--- src/shared/rmcc_defines.vh ---
// command codes, parameter resets and limits for the config interpreter
// assumes inclusion by bare name from design files
`ifndef RMCC_DEFINES_VH
`define RMCC_DEFINES_VH
// command bytes
`define RMCC_CMD_CHANNEL 8'h43
`define RMCC_CMD_POWER 8'h50
`define RMCC_CMD_RSSI 8'h53
`define RMCC_CMD_DEST 8'h54
`define RMCC_CMD_MEMCFG 8'h4d
`define RMCC_CMD_EXIT 8'h58
`define RMCC_CMD_SLEEP 8'h5a
`define RMCC_CMD_TEST0 8'h30
`define RMCC_CMD_CARRIER 8'h31
`define RMCC_CMD_PN9 8'h32
`define RMCC_CMD_RAWRX 8'h33
`define RMCC_CMD_IDLE 8'h34
`define RMCC_CMD_PWRDN 8'h35
`define RMCC_CMD_PWRUP 8'h36
`define RMCC_MEM_EXIT 8'hff
// argument ranges
`define RMCC_CHAN_MIN 8'h01
`define RMCC_CHAN_MAX 8'h53
`define RMCC_PWR_MIN 8'h01
`define RMCC_PWR_MAX 8'h05
// volatile reset values
`define RMCC_CHAN_RST 8'h32
`define RMCC_PWR_RST 8'h05
`define RMCC_DEST_RST 8'h00
// test modes on test_mode output
`define RMCC_TM_IDLE 3'h0
`define RMCC_TM_CARRIER 3'h1
`define RMCC_TM_PN9 3'h2
`define RMCC_TM_RAWRX 3'h3
`define RMCC_TM_PWRDN 3'h4
// parameter listing length in bytes (arbitrary id bytes included)
`define RMCC_LIST_LEN 6'h3c
`define RMCC_LIST_W 6
`endif

--- src/rmcc_top.v ---
// configuration command interpreter for the radio module
// assumes bytes arrive as one-cycle strobes from a uart on the same clock,
// and config_sel is a raw pin, synchronised here
// How it works
// RULE_01: a command byte is matched as a binary value, so ascii and binary forms are the same.
// RULE_02: the host sends every argument as a raw binary byte.
// RULE_03: 0x43 with an argument 0x01-0x53 sets the volatile channel.
// RULE_04: 0x50 with an argument 0x01-0x05 sets the volatile power level.
// RULE_05: 0x53 answers one byte of signal strength; the code sends no reply while an earlier reply byte still waits untaken.
// RULE_06: 0x54 with any argument sets the volatile destination address.
// RULE_07: 0x4d enters memory editing of address-data pairs, left by address 0xff.
// RULE_08: 0x58 leaves configuration and applies all changed parameters; the code re-enters configuration one cycle later while config select is held.
// RULE_09: 0x5a sleeps while config select is held, and its release wakes.
// RULE_10: 0x30 outputs a listing of memory parameters and identification.
// RULE_11: 0x31 transmits an unmodulated carrier until idle is chosen.
// RULE_12: 0x32 transmits a pn9 modulated carrier until idle is chosen.
// RULE_13: 0x33 enters raw receive until idle is chosen.
// RULE_14: 0x34 selects idle with receiver and transmitter off.
// RULE_15: 0x35 powers the radio down until a power-up command.
// RULE_16: 0x36 powers the radio up, needed before radio tests after power down.
// RULE_17: an unknown command byte is ignored and the next byte is awaited.
`timescale 1ns/1ps
`default_nettype none
`include "rmcc_defines.vh"
module rmcc_top #(
   parameter [7:0] PRODUCT_ID = 8'h5a, // arbitrary value
   parameter [7:0] REVISION_ID = 8'h01 // arbitrary value
) (
   input wire clk,
   input wire nrst,
   input wire config_sel_n,
   input wire rx_valid,
   input wire [7:0] rx_data,
   input wire tx_ready,
   output wire tx_valid,
   output wire [7:0] tx_data,
   input wire [7:0] rssi_level,
   output wire nv_wr,
   output wire [7:0] nv_addr,
   output wire [7:0] nv_wdata,
   output wire [7:0] nv_rd_addr,
   input wire [7:0] nv_rdata,
   output wire in_config,
   output wire sleep,
   output wire [7:0] channel,
   output wire [7:0] power_level,
   output wire [7:0] dest_addr,
   output wire apply,
   output wire [2:0] test_mode,
   output wire radio_pd,
   output wire tx_on,
   output wire rx_on,
   output wire pn9_bit
);
   localparam [2:0] ST_NORMAL = 3'h0;
   localparam [2:0] ST_CMD = 3'h1;
   localparam [2:0] ST_ARG = 3'h2;
   localparam [2:0] ST_MADDR = 3'h3;
   localparam [2:0] ST_MDATA = 3'h4;
   localparam [2:0] ST_SLEEP = 3'h5;
   localparam [2:0] ST_LIST = 3'h6;
   reg sel_meta_reg, sel_sync_reg, pd_reg, pd_next, apply_reg, apply_next;
   reg nvwr_reg, nvwr_next, txv_reg, txv_next;
   reg [2:0] state_reg, state_next, tm_reg, tm_next;
   reg [7:0] arg_cmd_reg, arg_cmd_next, chan_reg, chan_next, pwr_reg, pwr_next;
   reg [7:0] dest_reg, dest_next, maddr_reg, maddr_next, nvwd_reg, nvwd_next;
   reg [7:0] txd_reg, txd_next;
   reg [`RMCC_LIST_W-1:0] lidx_reg, lidx_next;
   wire sel_active, tx_free, pn9_run;
   // config select pin through two flops
   always @(posedge clk or negedge nrst) begin
      if (!nrst) begin
         sel_meta_reg <= 1'b0;
         sel_sync_reg <= 1'b0;
      end else begin
         sel_meta_reg <= ~config_sel_n;
         sel_sync_reg <= sel_meta_reg;
      end
   end
   assign sel_active = sel_sync_reg;
   assign tx_free = ~txv_reg | tx_ready;
   // state and parameter registers
   always @(posedge clk or negedge nrst) begin
      if (!nrst) begin
         state_reg <= ST_NORMAL;
         arg_cmd_reg <= 8'h00;
         chan_reg <= `RMCC_CHAN_RST;
         pwr_reg <= `RMCC_PWR_RST;
         dest_reg <= `RMCC_DEST_RST;
         maddr_reg <= 8'h00;
         tm_reg <= `RMCC_TM_IDLE;
         pd_reg <= 1'b0;
         apply_reg <= 1'b0;
         nvwr_reg <= 1'b0;
         nvwd_reg <= 8'h00;
         txv_reg <= 1'b0;
         txd_reg <= 8'h00;
         lidx_reg <= {`RMCC_LIST_W{1'b0}};
      end else begin
         state_reg <= state_next;
         arg_cmd_reg <= arg_cmd_next;
         chan_reg <= chan_next;
         pwr_reg <= pwr_next;
         dest_reg <= dest_next;
         maddr_reg <= maddr_next;
         tm_reg <= tm_next;
         pd_reg <= pd_next;
         apply_reg <= apply_next;
         nvwr_reg <= nvwr_next;
         nvwd_reg <= nvwd_next;
         txv_reg <= txv_next;
         txd_reg <= txd_next;
         lidx_reg <= lidx_next;
      end
   end
   // command decoding and sequencing
   always @* begin
      state_next = state_reg;
      arg_cmd_next = arg_cmd_reg;
      chan_next = chan_reg;
      pwr_next = pwr_reg;
      dest_next = dest_reg;
      maddr_next = maddr_reg;
      tm_next = tm_reg;
      pd_next = pd_reg;
      apply_next = 1'b0;
      nvwr_next = 1'b0;
      nvwd_next = nvwd_reg;
      txv_next = txv_reg & ~tx_ready;
      txd_next = txd_reg;
      lidx_next = lidx_reg;
      case (state_reg)
         ST_NORMAL: begin
            if (sel_active) begin
               state_next = ST_CMD;
            end
         end
         ST_CMD: begin
            if (!sel_active) begin
               state_next = ST_NORMAL; // select released without exit
            end else if (rx_valid) begin
               // RULE_01 binary match
               case (rx_data)
                  `RMCC_CMD_CHANNEL, `RMCC_CMD_POWER, `RMCC_CMD_DEST: begin
                     arg_cmd_next = rx_data;
                     state_next = ST_ARG;
                  end
                  `RMCC_CMD_RSSI: begin
                     // RULE_05 rssi reply
                     if (tx_free) begin
                        txv_next = 1'b1;
                        txd_next = rssi_level;
                     end
                  end
                  `RMCC_CMD_MEMCFG: begin
                     // RULE_07 enter editing
                     state_next = ST_MADDR;
                  end
                  `RMCC_CMD_EXIT: begin
                     // RULE_08 apply and leave
                     apply_next = 1'b1;
                     state_next = ST_NORMAL;
                  end
                  `RMCC_CMD_SLEEP: begin
                     // RULE_09 enter sleep
                     state_next = ST_SLEEP;
                  end
                  `RMCC_CMD_TEST0: begin
                     // RULE_10 start listing
                     lidx_next = {`RMCC_LIST_W{1'b0}};
                     state_next = ST_LIST;
                  end
                  `RMCC_CMD_CARRIER: begin
                     // RULE_11 carrier test
                     if (!pd_reg) tm_next = `RMCC_TM_CARRIER;
                  end
                  `RMCC_CMD_PN9: begin
                     // RULE_12 pn9 test
                     if (!pd_reg) tm_next = `RMCC_TM_PN9;
                  end
                  `RMCC_CMD_RAWRX: begin
                     // RULE_13 raw receive
                     if (!pd_reg) tm_next = `RMCC_TM_RAWRX;
                  end
                  `RMCC_CMD_IDLE: begin
                     // RULE_14 radio idle
                     tm_next = `RMCC_TM_IDLE;
                  end
                  `RMCC_CMD_PWRDN: begin
                     // RULE_15 power down
                     pd_next = 1'b1;
                     tm_next = `RMCC_TM_IDLE;
                  end
                  `RMCC_CMD_PWRUP: begin
                     // RULE_16 power up
                     pd_next = 1'b0;
                  end
                  default: begin
                     // RULE_17 ignore unknown
                     state_next = ST_CMD;
                  end
               endcase
            end
         end
         ST_ARG: begin
            if (!sel_active) begin
               state_next = ST_NORMAL;
            end else if (rx_valid) begin
               state_next = ST_CMD;
               // RULE_03 channel range
               if (arg_cmd_reg == `RMCC_CMD_CHANNEL && rx_data >= `RMCC_CHAN_MIN &&
                     rx_data <= `RMCC_CHAN_MAX)
                  chan_next = rx_data;
               // RULE_04 power range
               if (arg_cmd_reg == `RMCC_CMD_POWER && rx_data >= `RMCC_PWR_MIN &&
                     rx_data <= `RMCC_PWR_MAX)
                  pwr_next = rx_data;
               // RULE_06 destination any
               if (arg_cmd_reg == `RMCC_CMD_DEST) dest_next = rx_data;
            end
         end
         ST_MADDR: begin
            // RULE_07 address or exit
            if (!sel_active) begin
               state_next = ST_NORMAL;
            end else if (rx_valid) begin
               if (rx_data == `RMCC_MEM_EXIT) begin
                  state_next = ST_CMD;
               end else begin
                  maddr_next = rx_data;
                  state_next = ST_MDATA;
               end
            end
         end
         ST_MDATA: begin
            // RULE_07 write pair
            if (!sel_active) begin
               state_next = ST_NORMAL;
            end else if (rx_valid) begin
               nvwr_next = 1'b1;
               nvwd_next = rx_data;
               state_next = ST_MADDR;
            end
         end
         ST_SLEEP: begin
            // RULE_09 release wakes
            if (!sel_active) begin
               state_next = ST_NORMAL;
            end
         end
         ST_LIST: begin
            // RULE_10 id, revision, then memory bytes
            if (tx_free) begin
               txv_next = 1'b1;
               if (lidx_reg == {`RMCC_LIST_W{1'b0}}) begin
                  txd_next = PRODUCT_ID;
               end else if (lidx_reg == {{(`RMCC_LIST_W-1){1'b0}}, 1'b1}) begin
                  txd_next = REVISION_ID;
               end else begin
                  txd_next = nv_rdata;
               end
               lidx_next = lidx_reg + {{(`RMCC_LIST_W-1){1'b0}}, 1'b1};
               if (lidx_reg == `RMCC_LIST_LEN - 6'h01) begin
                  state_next = ST_CMD;
               end
            end
         end
         default: begin
            state_next = ST_NORMAL;
         end
      endcase
   end
   // pn9 source for modulated test
   assign pn9_run = (tm_reg == `RMCC_TM_PN9);
   rmcc_pn9 i_rmcc_pn9 (
      .clk(clk),
      .nrst(nrst),
      .run(pn9_run),
      .bit_out(pn9_bit)
   );
   assign tx_valid = txv_reg;
   assign tx_data = txd_reg;
   assign nv_wr = nvwr_reg;
   assign nv_addr = maddr_reg;
   assign nv_wdata = nvwd_reg;
   // listing reads memory from address 0 after two id bytes
   assign nv_rd_addr = {2'b00, lidx_reg - 6'h02};
   assign in_config = (state_reg != ST_NORMAL);
   assign sleep = (state_reg == ST_SLEEP);
   assign channel = chan_reg;
   assign power_level = pwr_reg;
   assign dest_addr = dest_reg;
   assign apply = apply_reg;
   assign test_mode = pd_reg ? `RMCC_TM_PWRDN : tm_reg;
   assign radio_pd = pd_reg;
   assign tx_on = (tm_reg == `RMCC_TM_CARRIER) || (tm_reg == `RMCC_TM_PN9);
   assign rx_on = (tm_reg == `RMCC_TM_RAWRX);
endmodule
`default_nettype wire

--- src/rmcc_pn9.v ---
// pn9 pseudo-random generator for modulated transmit test
// assumes clk and nrst of the interpreter
`timescale 1ns/1ps
`default_nettype none
module rmcc_pn9 (
   input wire clk,
   input wire nrst,
   input wire run,
   output wire bit_out
);
   reg [8:0] lfsr_reg;
   // x^9 + x^5 + 1, reseeded while stopped
   always @(posedge clk or negedge nrst) begin
      if (!nrst) begin
         lfsr_reg <= 9'h1ff;
      end else if (run) begin
         lfsr_reg <= {lfsr_reg[7:0], lfsr_reg[8] ^ lfsr_reg[4]};
      end else begin
         lfsr_reg <= 9'h1ff;
      end
   end
   assign bit_out = lfsr_reg[8];
endmodule
`default_nettype wire

--- config.mk ---
export PLATFORM = sky130hd
export DESIGN_NAME = rmcc_top
export DESIGN_NICKNAME = d
export VERILOG_FILES = /design/src/rmcc_top.v /design/src/rmcc_pn9.v
export VERILOG_INCLUDE_DIRS = /design/src /design/src/shared
export SDC_FILE = /design/constraint.sdc
export NUM_CORES = 1
export LEC_CHECK = 0
export ABC_AREA = 1
export BUFFER_PORTS_ARGS = -buffer_cell sky130_fd_sc_hd__buf_2
export CAP_MARGIN = 5
export CORE_MARGIN = 2
export CORE_UTILIZATION = 30
export CTS_CLUSTER_SIZE = 8
export DETAILED_ROUTE_END_ITERATION = 8
export GPL_TIMING_DRIVEN = 0
export PLACE_DENSITY_LB_ADDON = 0.15
export SYNTH_ARGS = -nofsm -noshare
export SYNTH_HDL_FRONTEND = slang
export SYNTH_SLANG_ARGS = --single-unit
--- constraint.sdc ---
create_clock -name clk -period 1.7 [get_ports clk]
set_input_delay 0.255 -clock clk [delete_from_list [all_inputs] [get_ports clk]]
set_output_delay 0.255 -clock clk [all_outputs]
set_load 0.02 [all_outputs]
# Word-level counts from Yosys, hierarchy flattened

Cells that the tools add are included.

Bits in registers: 83
Output and inout port bits: 68

Mux-type cells: 47
Order comparisons: 3
Add/subtract/negate cells: 2
Equality and inequality tests: 46
Bitwise operators: 7
Reduce and logical (&&, ||, !) cells: 25

Operators by type and width:

| kind               | number |
|---|---|
| $eq 8x7->1 const B | 10 |
| $eq 8x6->1 const B | 7 |
| $mux 8             | 7 |
| $mux 3             | 17 |
| $mux 6             | 4 |
| $reduce_and 4->1   | 6 |
| $pmux 3 s7         | 1 |
| $ne 2x2->1 const B | 10 |
| $pmux 3 s6         | 1 |
| $pmux 8 s2         | 1 |
| $ne 3x3->1 const B | 5 |
| $eq 3x2->1 const B | 4 |
| $pmux 3 s4         | 1 |
| $pmux 6 s2         | 1 |
| $mux 1             | 11 |
| $eq 3x3->1 const B | 3 |
| $mux 9             | 1 |
| $reduce_and 9->1   | 1 |
| $eq 8x8->1 const B | 1 |
| $ge 8x1->1 const B | 1 |
| $le 8x3->1 const B | 1 |
| $le 8x7->1 const B | 1 |
| $reduce_and 7->1   | 1 |
| $reduce_or 7->1    | 1 |
| other kinds (23)   | 33 |

# Logic depth before layout (Yosys ltp)

Gate-level depths: netlist of the first run.

Depth after elaboration: 7
Depth in mapped cells: 10

# Hierarchy

Synthesis of the first run repeated with hierarchy kept, for this count alone.

Cells, all modules: 486
Area, all modules: 4,075.2 um2

Modules (own cells, without submodules):

| module   | cells an instance | times used | area each (um2) |
|---|---|---|---|
| rmcc_top | 456               | 1          | 3,746.1 |
| rmcc_pn9 | 30                | 1          | 329.1 |

# Least setup slack after synthesis of the first run

Ideal clock, no wire load.

Path type: register to output
From: register lidx_reg[1]
To: output nv_rd_addr[5]
Slack: 172 ps
Stages on the path, launching flop included: 5
Arrival: 1,273 ps
Cell sequence: dfrtp_1 > inv_1 > ha_1 > nand2_1 > xnor2_1

Word-level cells in the longest chain between the ends: 1

RTL lines:

| what                   | RTL line       | source |
|---|---|---|
| from (decl)            | rmcc_top.v:68  | `` reg [`RMCC_LIST_W-1:0] lidx_reg, lidx_next; `` |
| from (signal assigned) | rmcc_top.v:98  | `` lidx_reg <= {`RMCC_LIST_W{1'b0}}; `` |
| from (signal assigned) | rmcc_top.v:113 | `lidx_reg <= lidx_next;` |
| $sub 6x2->6            | rmcc_top.v:287 | `assign nv_rd_addr = {2'b00, lidx_reg - 6'h02};` |
| to (decl)              | rmcc_top.v:41  | `output wire [7:0] nv_rd_addr,` |

Every way passes these cells.

# Worst setup path in the final report of the first run

Ends and elaborated chain as after synthesis.

==> results of run 1 <==
path summary, 6_finish.rpt:
path                              start                     end  slack (ns)  cells past startpoint
max                         lidx_reg[1]           nv_rd_addr[5]        0.03                      5
min                        config_sel_n            sel_meta_reg        0.05                      2
max reg2reg                state_reg[2]            dest_addr[7]        0.06                      9
min reg2reg                sel_meta_reg              sel_active        0.35                      0
max in group asynchronous          nrst  i_rmcc_pn9.lfsr_reg[3]        0.66                      3
min in group asynchronous          nrst            dest_addr[6]        0.38                      2
metal layers:
layer / vias to the layer above / part of all wire [%]
met4: 0 / 1.8
met3: 13 / 4.8
met1: 1663 / 47
met2: 87 / 47
li1: 1789 / -
met5: - / 0
cell type report:
cell class                      instances  share of cell area (%)
Clock buffer                            9                    4.25
Inverter                               63                    4.51
Timing Repair Buffer                  106                    11.5
Multi-Input combinational cell        337                    33.4
Sequential cell                        82                    39.1
Clock inverter                          7                   0.826
Antenna cell                            1                  0.0472
Tap cell                              176                    4.15
Buffer                                 12                    2.17
repair_timing:
item                                    in CTS  in global routing
pin swaps                                    0                  5
buffers inserted                             1                  7
hold buffers                                 1                  0
hold endpoints to repair                    29                  0
endpoints found under the setup margin       8                 35
gates cloned                                 0                  2
resized for setup                            3                 27
synth_stat cells:
| master | n | area share (%) |
|---|---|---|
| sky130_fd_sc_hd__o21a_1 | 8 | 1.5 |
| sky130_fd_sc_hd__or2_1 | 1 | 0.15 |
| sky130_fd_sc_hd__nand2_4 | 1 | 0.27 |
| sky130_fd_sc_hd__o21ai_0 | 31 | 3.8 |
| sky130_fd_sc_hd__a32oi_1 | 1 | 0.21 |
| sky130_fd_sc_hd__o211ai_1 | 1 | 0.18 |
| sky130_fd_sc_hd__nand2_2 | 10 | 1.5 |
| sky130_fd_sc_hd__nor2_1 | 49 | 4.5 |
| sky130_fd_sc_hd__buf_4 | 5 | 0.91 |
| sky130_fd_sc_hd__o21ai_1 | 1 | 0.12 |
| sky130_fd_sc_hd__inv_1 | 53 | 4.8 |
| sky130_fd_sc_hd__xnor2_1 | 1 | 0.21 |
| sky130_fd_sc_hd__buf_2 | 2 | 0.24 |
| sky130_fd_sc_hd__buf_6 | 4 | 1.1 |
| sky130_fd_sc_hd__nand3_1 | 26 | 3.2 |
| sky130_fd_sc_hd__conb_1 | 1 | 0.091 |
| sky130_fd_sc_hd__dfrtp_1 | 68 | 41 |
| sky130_fd_sc_hd__a21oi_4 | 1 | 0.39 |
| sky130_fd_sc_hd__nand3_2 | 1 | 0.24 |
| sky130_fd_sc_hd__a21boi_0 | 1 | 0.18 |
| sky130_fd_sc_hd__nor3_2 | 3 | 0.73 |
| sky130_fd_sc_hd__a211oi_1 | 1 | 0.18 |
| sky130_fd_sc_hd__nor2_4 | 2 | 0.55 |
| sky130_fd_sc_hd__dfstp_2 | 14 | 8.9 |
| sky130_fd_sc_hd__ha_1 | 7 | 2.1 |
| sky130_fd_sc_hd__clkbuf_1 | 2 | 0.18 |
| sky130_fd_sc_hd__inv_2 | 10 | 0.91 |
| sky130_fd_sc_hd__or2_2 | 1 | 0.15 |
| sky130_fd_sc_hd__nor3b_2 | 1 | 0.30 |
| sky130_fd_sc_hd__o21ai_2 | 21 | 4.5 |
| sky130_fd_sc_hd__nor2_2 | 8 | 1.2 |
| sky130_fd_sc_hd__nor3_1 | 5 | 0.61 |
| sky130_fd_sc_hd__xor2_1 | 6 | 1.3 |
| sky130_fd_sc_hd__a21oi_1 | 7 | 0.85 |
| sky130_fd_sc_hd__nand2_1 | 138 | 13 |
| sky130_fd_sc_hd__nand4_1 | 2 | 0.30 |
cells by family after synthesis:
family / count (synthesis) / synth area share (%)
flip-flops: 82 / 50.2
adder cells (fa/ha/maj): 7 / 2.12
XOR/XNOR: 7 / 1.49
buffers and inverters: 76 / 8.16
AO/OA/AOI/OAI: 73 / 11.8
other: 1 / 0.0909
AND/OR/NAND/NOR: 248 / 26.2
worst max-delay path, cell delays in order (launching register included):
cell	delay, ns
sky130_fd_sc_hd__dfrtp_1	0.41
sky130_fd_sc_hd__inv_2	0.08
sky130_fd_sc_hd__ha_2	0.18
sky130_fd_sc_hd__nand2_1	0.07
sky130_fd_sc_hd__xnor2_1	0.16
sky130_fd_sc_hd__buf_4	0.17
power by group through the flow:
stage,sequential [mW],clock (mW),combinational [mW]
6_report,2.13,1.81,0.747
4_1_cts,2.13,1.86,0.734
2_1_floorplan,2.23,0,0.399
3_3_place_gp,2.16,0,0.718
3_5_place_dp,2.16,0,0.730
5_1_grt,2.14,1.95,0.840
through the flow:
stage	total power, mW	area (sq um)	setup slack, ns	util, %	std cells
floorplan	2.62	4130	0.172	-	495
global placement	2.88	4820	-0.314	36.1	765
detailed placement	2.89	4850	-0.0612	36.3	766
CTS	4.72	5140	-0.0425	38.5	784
global route	4.93	5300	-0.0527	39.7	793
finish	4.68	5300	0.0321	39.7	793
==> flow_metrics.tcl, run 1 <==
set metrics [dict create \
    clock_tree_from_tritoncts "built" \
    ant_nets 0 \
    seqPwrFrac_pct 45.4 \
    worst_ir_drop_vdd_mv 0.400 \
    vias_in_the_first_global_route 3469 \
    critPathKind "flip-flop to output pin" \
    yosysSeqAreaShare_pct 50.2 \
    grt_first_pass_wirelength_microns 17400 \
    globalplace.congestion 0.863 \
    grt_setup_unrepaired "yes" \
    grt_max_degree 54 \
    cts_sinks 82 \
    crit_path_end_kind "output pin" \
    start_util_pct 30.9 \
    global_route.usage.met3_pct 3.67 \
    syn_std_cell_area_sq_um 4130 \
    cts.htree.levels 3 \
    grt_util_met2_pct 23.3 \
    multi_input_combinational_cell_area_sq_um 1770 \
    cts_made_buffers 9 \
    area_delta_synth_final_pct 28.5 \
    routed_wl_microns 10500 \
    minimum_period_implied_by_the_final_worst_setup_slack_ns 1.67 \
    finish.net_count 647 \
    max_cap_viol_count 0 \
    whs_ns 0.0464 \
    cts-root-to-sink-buffers 2 \
    worst_setup_path_start_kind "flip-flop" \
    drive_above_1_share_pct 35.6 \
    critical_path_peak_fanout 3 \
    cell_count_after_synthesis 494 \
    dr.first_iter.drc_count 168 \
    pwr_density_cell_nw_per_um2 883 \
    yosysWarnings 0 \
    filler_cell_count 1396 \
    layout.cells.most_common_list "sky130_fd_sc_hd__nand2_1, sky130_fd_sc_hd__buf_2, sky130_fd_sc_hd__dfrtp_1" \
    grt_antenna_before_repair 1 \
    route.detailed.drc 0 \
    tns_ns 0 \
    final.period_utilization_pct 98.1 \
    maxClockFrequency_mhz 600 \
    io_pins 97 \
    hp-class "input port to flip-flop" \
    clock_insertion_delay_at_the_later_pin_of_the_skew_report_ns 0.35 \
    row_count 42 \
    setup_violators_final 0 \
    result_of_the_run "completed" \
    final_common_cell "sky130_fd_sc_hd__nand2_1" \
    gr-max-usage-layer "met2" \
    floorplan.core_area_sq_um 13300 \
    synth_area_per_cell_sq_um 8.35 \
    firstDrtPassIters 4 \
    detailedPlacementHpwl_microns 7660 \
    sw_frac_of_total_pct 29.5 \
    clockPowerShare_pct 38.7 \
    required_ns 1.44 \
    power_switching_mw 1.38 \
    detail_route.wl_per_cell_microns 13.2 \
    global_route.usage.total_pct 15.2 \
    power.static_leakage_nw 2.77 \
    die_h_microns 121 \
    die_width_microns 121 \
    postSynthRegisterBits 82 \
    wp_data_arrival_ns 1.41 \
    seqCellArea_sq_um 2070 \
    timing.clock.skew_ns 0.00624 \
    fp.dieArea_sq_um 14700 \
    power_frac_comb_pct 16.0 \
    grt.met1_usage_pct 20.5 \
    grt.overflow.total 0 \
    via_count_normalized_by_instance_count 4.48 \
    post_synth_num_cell_types 36 \
    port_buffers 94 \
    clkTransAtPathRegs_ns 0.06 \
    largest_reg_flops 9 \
    internal_power_mw 3.30 \
    number_of_slew_limit_violations_in_the_final_report 0 \
    dr_total_vias 3552 \
    cts_root_buffer "sky130_fd_sc_hd__clkbuf_16" \
    final_hold_violating_endpoints 0 \
]
No activity file was read; power rests on OpenSTA's default activity.
==> inputs of run 2 (changes only) <==
--- a/config.mk
+++ b/config.mk
@@ -9,6 +9,8 @@
 export ABC_AREA = 1
 export BUFFER_PORTS_ARGS = -buffer_cell sky130_fd_sc_hd__buf_2
 export CAP_MARGIN = 5
+export CELL_PAD_IN_SITES_DETAIL_PLACEMENT = 0
+export CELL_PAD_IN_SITES_GLOBAL_PLACEMENT = 2
 export CORE_MARGIN = 2
 export CORE_UTILIZATION = 30
 export CTS_CLUSTER_SIZE = 8
==> run 2 against run 1 <==
Against the previous run:
- clock power is 14% higher
- clock skew shrank 0.0028 ns
- global-route usage is 0.69 points higher
- core utilization is 1.3 points higher
- clock-buffer cell count up 4
- sequential share of layout area down 1.2 points
- largest cell class unchanged
==> flow_metrics.tcl, run 2 (synthesis results as in run 1) <==
set metrics [dict create \
    result_of_the_run "completed" \
    power_frac_comb_pct 15.3 \
    whs_ns 0.0442 \
    grt_max_degree 44 \
    fp.dieArea_sq_um 14700 \
    critical_path_peak_fanout 3 \
    drt-met1-wl_microns 5330 \
    crit_path_end_kind "output pin" \
    internal_power_mw 3.58 \
    largest_reg_flops 9 \
    finish.net_count 655 \
    kind_of_cell_with_the_highest_combined_delay_on_the_critical_path "flip-flops" \
    detailedPlacementHpwl_microns 8190 \
    io_pins 97 \
    grt_setup_unrepaired "yes" \
    dr.first_iter.drc_count 184 \
    setup_violators_final 0 \
    final_hold_violating_endpoints 0 \
    route.detailed.drc 0 \
    met2_length_microns 5040 \
    worst_setup_path_start_kind "flip-flop" \
    cts-root-to-sink-buffers 2 \
    number_of_slew_limit_violations_in_the_final_report 0 \
    seqPwrFrac_pct 43.1 \
    cts.htree.levels 3 \
    pwr_density_cell_nw_per_um2 906 \
    ant_nets 0 \
    die_width_microns 121 \
    minimum_period_implied_by_the_final_worst_setup_slack_ns 1.65 \
    die_h_microns 121 \
    max_slew_headroom_at_the_worst_pin_pct 62.1 \
    detailroute.wirelength.met3_microns 647 \
    pre_cts_ws_ns -0.0442 \
    highest-signal-layer "met4" \
    cp_cell_sequence "inv_2 > ha_4 > nand2_2 > xnor2_1 > buf_4" \
    buffers_inverters_on_critical_path 2 \
    power.static_leakage_nw 2.88 \
    sw_frac_of_total_pct 27.8 \
    via_count_normalized_by_instance_count 4.44 \
    required_ns 1.44 \
    drive_above_1_share_pct 37.3 \
    clkTransAtPathRegs_ns 0.06 \
    layout.cells.most_common_list "sky130_fd_sc_hd__nand2_1, sky130_fd_sc_hd__buf_2, sky130_fd_sc_hd__dfrtp_1" \
    area_delta_synth_final_pct 32.6 \
    grt.overflow.total 0 \
    grt_first_pass_wirelength_microns 17900 \
    final_critical_path_setup_slack_ns 0.0523 \
    tightest_slew_ns 0.569 \
    timing.clock.skew_ns 0.00344 \
    slowest_stage_delay_on_critical_path_ns 0.43 \
    worst_ir_drop_vdd_mv 0.850 \
    cts_made_buffers 9 \
    vias_in_the_first_global_route 3425 \
    row_count 42 \
    wp_data_arrival_ns 1.39 \
    power_switching_mw 1.38 \
    critPathSlowestCell "sky130_fd_sc_hd__dfrtp_1" \
    detail_route.wl_per_cell_microns 14.0 \
    critPathKind "flip-flop to output pin" \
    dr_total_vias 3551 \
    cts_root_buffer "sky130_fd_sc_hd__clkbuf_16" \
    cts_sinks 82 \
    firstDrtPassIters 4 \
    port_buffers 94 \
    final_common_cell "sky130_fd_sc_hd__nand2_1" \
    floorplan.core_area_sq_um 13300 \
    max_cap_viol_count 0 \
    start_util_pct 30.9 \
    maxClockFrequency_mhz 607 \
    clock_insertion_delay_at_the_later_pin_of_the_skew_report_ns 0.34 \
    tns_ns 0 \
    routed_wl_microns 11200 \
    globalplace.congestion 0.768 \
    clockPowerShare_pct 41.6 \
    clock_tree_from_tritoncts "built" \
    power_consumption_mw 4.96 \
    hp-class "input port to flip-flop" \
    grt_antenna_before_repair 0 \
    final.period_utilization_pct 96.9 \
    n_antenna_cell 0 \
    global_route.usage.total_pct 15.9 \
]
==> run 2: changes by cell type in the layout (fill, tap and decap cells not counted), moves of 2 or more <==
cell,change
sky130_fd_sc_hd__clkbuf_8,+3
sky130_fd_sc_hd__nand2_4,+2
sky130_fd_sc_hd__clkinv_2,-3
sky130_fd_sc_hd__nor2_1,-2
sky130_fd_sc_hd__buf_4,+7
sky130_fd_sc_hd__nand2_1,-3
==> run 2: final timing paths <==
kind / end / cells past startpoint / slack (ns) / startpoint
worst max-delay path: nv_rd_addr[5] / 5 / 0.05 / lidx_reg[2]
max in group asynchronous: i_rmcc_pn9.lfsr_reg[1] / 3 / 0.58 / nrst
worst min register to register: sel_active / 0 / 0.35 / sel_meta_reg
worst min-delay path: sel_meta_reg / 2 / 0.04 / config_sel_n
worst max register to register: channel[3] / 10 / 0.08 / state_reg[2]
min in group asynchronous: power_level[1] / 2 / 0.46 / nrst
==> run 2: metal layers <==
metal  track usage [%]  up-vias
met3              5.31       12
li1                  -     1796
met5                 0        -
met1              21.4     1666
met4              4.81        0
met2              24.3       77
==> run 2: worst reg2reg max path, cell delays in order (launching register included) <==
cell and delay, ns:
sky130_fd_sc_hd__dfrtp_1 0.37, sky130_fd_sc_hd__buf_6 0.13, sky130_fd_sc_hd__inv_6 0.06, sky130_fd_sc_hd__nand2_4 0.05, sky130_fd_sc_hd__nor3_4 0.21, sky130_fd_sc_hd__nand2_2 0.10
sky130_fd_sc_hd__nor3_4 0.21, sky130_fd_sc_hd__nand2_2 0.13, sky130_fd_sc_hd__buf_6 0.15, sky130_fd_sc_hd__nand2_2 0.05, sky130_fd_sc_hd__o21ai_2 0.04
==> run 2: per-stage QoR <==
stage	std cells	util, %	area, sq um
after floorplan	495	-	4130
final	800	41.0	5470
after detailed placement	766	36.3	4840
after global routing	800	41.0	5470
after global placement	765	36.1	4820
after CTS	786	39.0	5200
==> run 2: power by group through the flow <==
stage | Sequential, mW | Clock [mW] | Combinational, mW
finish | 2.14 | 2.06 | 0.759
global route | 2.15 | 2.21 | 0.857
CTS | 2.13 | 2.14 | 0.739
detailed placement | 2.16 | 0 | 0.735
global placement | 2.16 | 0 | 0.726
floorplan | 2.23 | 0 | 0.399
==> run 2: final cells by class <==
cell class	count	area, sq um
multi-input cells	337	1820
flip-flops and latches	82	2070
clock buffers	13	270
inverters	63	241
repair buffers	114	686
plain buffers	12	110
clock inverters	3	46.3
well taps	176	220
fillers	1429	7880
==> run 2: what timing repair did <==
item,in CTS,in global routing
hold buffers,1,0
gates cloned,0,2
resized for setup,4,39
endpoints found under the setup margin,6,46
pin swaps,0,8
buffers inserted,3,13
hold endpoints to repair,31,0
==> inputs of run 3 (changes only) <==
--- a/config.mk
+++ b/config.mk
@@ -16,7 +16,7 @@
 export CTS_CLUSTER_SIZE = 8
 export DETAILED_ROUTE_END_ITERATION = 8
 export GPL_TIMING_DRIVEN = 0
-export PLACE_DENSITY_LB_ADDON = 0.15
+export PLACE_DENSITY_LB_ADDON = 0.1
 export SYNTH_ARGS = -nofsm -noshare
 export SYNTH_HDL_FRONTEND = slang
 export SYNTH_SLANG_ARGS = --single-unit
==> run 3 against run 2 <==
Against the previous run:
- via count decreased by 1.9%
- cell count decreased by 0.38%
- sequential share of layout area decreased by 0.18 points
- hold slack improved by 0.0026 ns
- sequential cell count unchanged
- core utilization increased by 0.22 points
- die area unchanged
- critical endpoint unchanged
- highest routed layer unchanged
==> flow_metrics.tcl, run 3 (synthesis results as in run 1) <==
set metrics [dict create \
    ant_nets 0 \
    minimum_period_implied_by_the_final_worst_setup_slack_ns 1.68 \
    clock_tree_from_tritoncts "built" \
    detailedPlacementHpwl_microns 8260 \
    power_frac_comb_pct 14.7 \
    final.period_utilization_pct 98.8 \
    die_h_microns 121 \
    dr.first_iter.drc_count 121 \
    result_of_the_run "completed" \
    kind_of_cell_with_the_highest_combined_delay_on_the_critical_path "flip-flops" \
    critical_path_peak_fanout 5 \
    die_width_microns 121 \
    floorplan.core_area_sq_um 13300 \
    cts.htree.levels 3 \
    sw_frac_of_total_pct 28.2 \
    critPathKind "flip-flop to output pin" \
    routed_wl_microns 11200 \
    power_consumption_mw 5.01 \
    finish.net_count 652 \
    layout.cells.most_common_list "sky130_fd_sc_hd__nand2_1, sky130_fd_sc_hd__buf_2, sky130_fd_sc_hd__dfrtp_1" \
    via_count_normalized_by_instance_count 4.37 \
    final_common_cell "sky130_fd_sc_hd__nand2_1" \
    clkTransAtPathRegs_ns 0.06 \
    worst_ir_drop_vdd_mv 0.552 \
    wp_data_arrival_ns 1.42 \
    required_ns 1.44 \
    grt_first_pass_wirelength_microns 17400 \
    max_slew_headroom_at_the_worst_pin_pct 62.6 \
    grt.overflow.total 0 \
    power_switching_mw 1.41 \
    critPathSlowestCell "sky130_fd_sc_hd__dfrtp_2" \
    port_buffers 94 \
    multi_input_combinational_cell_area_sq_um 1860 \
    grt_max_degree 46 \
    global_route.usage.total_pct 15.5 \
    start_util_pct 30.9 \
    worst_setup_path_start_kind "flip-flop" \
    globalplace.congestion 0.735 \
    row_count 42 \
    fp.dieArea_sq_um 14700 \
    route.detailed.drc 0 \
    n_antenna_cell 0 \
    cts-root-to-sink-buffers 2 \
    timing.clock.skew_ns 0.00457 \
    clockPowerShare_pct 42.7 \
    seqCellArea_sq_um 2080 \
    cts_sinks 82 \
    cp_cell_sequence "inv_2 > ha_4 > nand2_2 > xnor2_1 > buf_4" \
    internal_power_mw 3.60 \
    maxClockFrequency_mhz 596 \
    final_hold_violating_endpoints 0 \
    number_of_slew_limit_violations_in_the_final_report 0 \
    vias_in_the_first_global_route 3338 \
    power.static_leakage_nw 2.88 \
    drive_above_1_share_pct 37.8 \
    max_cap_viol_count 0 \
    tightest_slew_ns 0.562 \
    slowest_stage_delay_on_critical_path_ns 0.45 \
    seqPwrFrac_pct 42.6 \
    filler_cell_count 1409 \
    cts_root_buffer "sky130_fd_sc_hd__clkbuf_16" \
    tns_ns 0 \
    io_pins 97 \
    area_delta_synth_final_pct 33.3 \
    cts_made_buffers 9 \
    grt_antenna_before_repair 0 \
    dr_total_vias 3484 \
    setup_violators_final 0 \
    hp-class "input port to flip-flop" \
    grt_setup_unrepaired "yes" \
    largest_reg_flops 9 \
    crit_path_end_kind "output pin" \
    detail_route.wl_per_cell_microns 14.1 \
    clock_insertion_delay_at_the_later_pin_of_the_skew_report_ns 0.34 \
    pwr_density_cell_nw_per_um2 911 \
    firstDrtPassIters 4 \
    buffers_inverters_on_critical_path 2 \
]
## run 3: power by group through the flow
stage	registers (mW)	clock network, mW	logic [mW]
global route	2.15	2.29	0.825
floorplan	2.23	0	0.399
CTS	2.13	2.21	0.745
finish	2.14	2.14	0.736
global placement	2.16	0	0.727
detailed placement	2.16	0	0.740
## run 3: final timing paths
| path | endpoint | slack (ns) | cells past startpoint | from |
|---|---|---|---|---|
| max | nv_rd_addr[5] | 0.02 | 5 | lidx_reg[2] |
| min | sel_meta_reg | 0.05 | 2 | config_sel_n |
| max reg2reg | dest_addr[1] | 0.08 | 9 | state_reg[2] |
| min reg2reg | sel_active | 0.35 | 0 | sel_meta_reg |
| max in group asynchronous | i_rmcc_pn9.lfsr_reg[2] | 0.59 | 3 | nrst |
| min in group asynchronous | power_level[5] | 0.45 | 2 | nrst |
## run 3: worst register-to-register path: cells and delay by family (launching register included)
| kind | cells | cell delay [ns] |
|---|---|---|
| simple gates | 5 | 0.72 |
| flops | 1 | 0.37 |
| buf+inv | 3 | 0.36 |
| compound gates | 1 | 0.04 |
## run 3: metal layers
metal,vias up,GRT usage (%),wire (microns)
met5,-,0,0
met4,0,5.96,111
met3,7,3.38,504
met2,74,23.6,5100
met1,1610,21.6,5480
li1,1793,-,-
## run 3: cell type report
cell class | count | share of cell area, %
multi-input cells | 337 | 33.8
repair buffers | 110 | 12.1
well taps | 176 | 4.00
clock inverters | 7 | 1.80
inverters | 63 | 4.34
clock buffers | 9 | 4.09
flip-flops and latches | 82 | 37.7
plain buffers | 13 | 2.14
## run 3: through the flow
step	setup WS (ns)	utilization, %	instances	instance area (sq um)	hold slack, ns
2_1_floorplan	0.172	-	495	4130	-0.0406
3_3_place_gp	-0.348	36.1	765	4820	0.332
3_5_place_dp	-0.0453	36.3	766	4850	0.284
4_1_cts	-0.0137	39.1	785	5220	0.0288
5_1_grt	-0.0471	41.2	797	5500	0.0417
6_report	0.0211	41.2	797	5500	0.0468
## run 3: what timing repair did
| item | in CTS | in global routing |
|---|---|---|
| gates cloned | 0 | 2 |
| endpoints found under the setup margin | 11 | 32 |
| hold buffers | 1 | 0 |
| endpoints found under the hold margin | 37 | 0 |
| setup buffers | 2 | 10 |
| pin swaps | 0 | 7 |
| resized for setup | 6 | 47 |
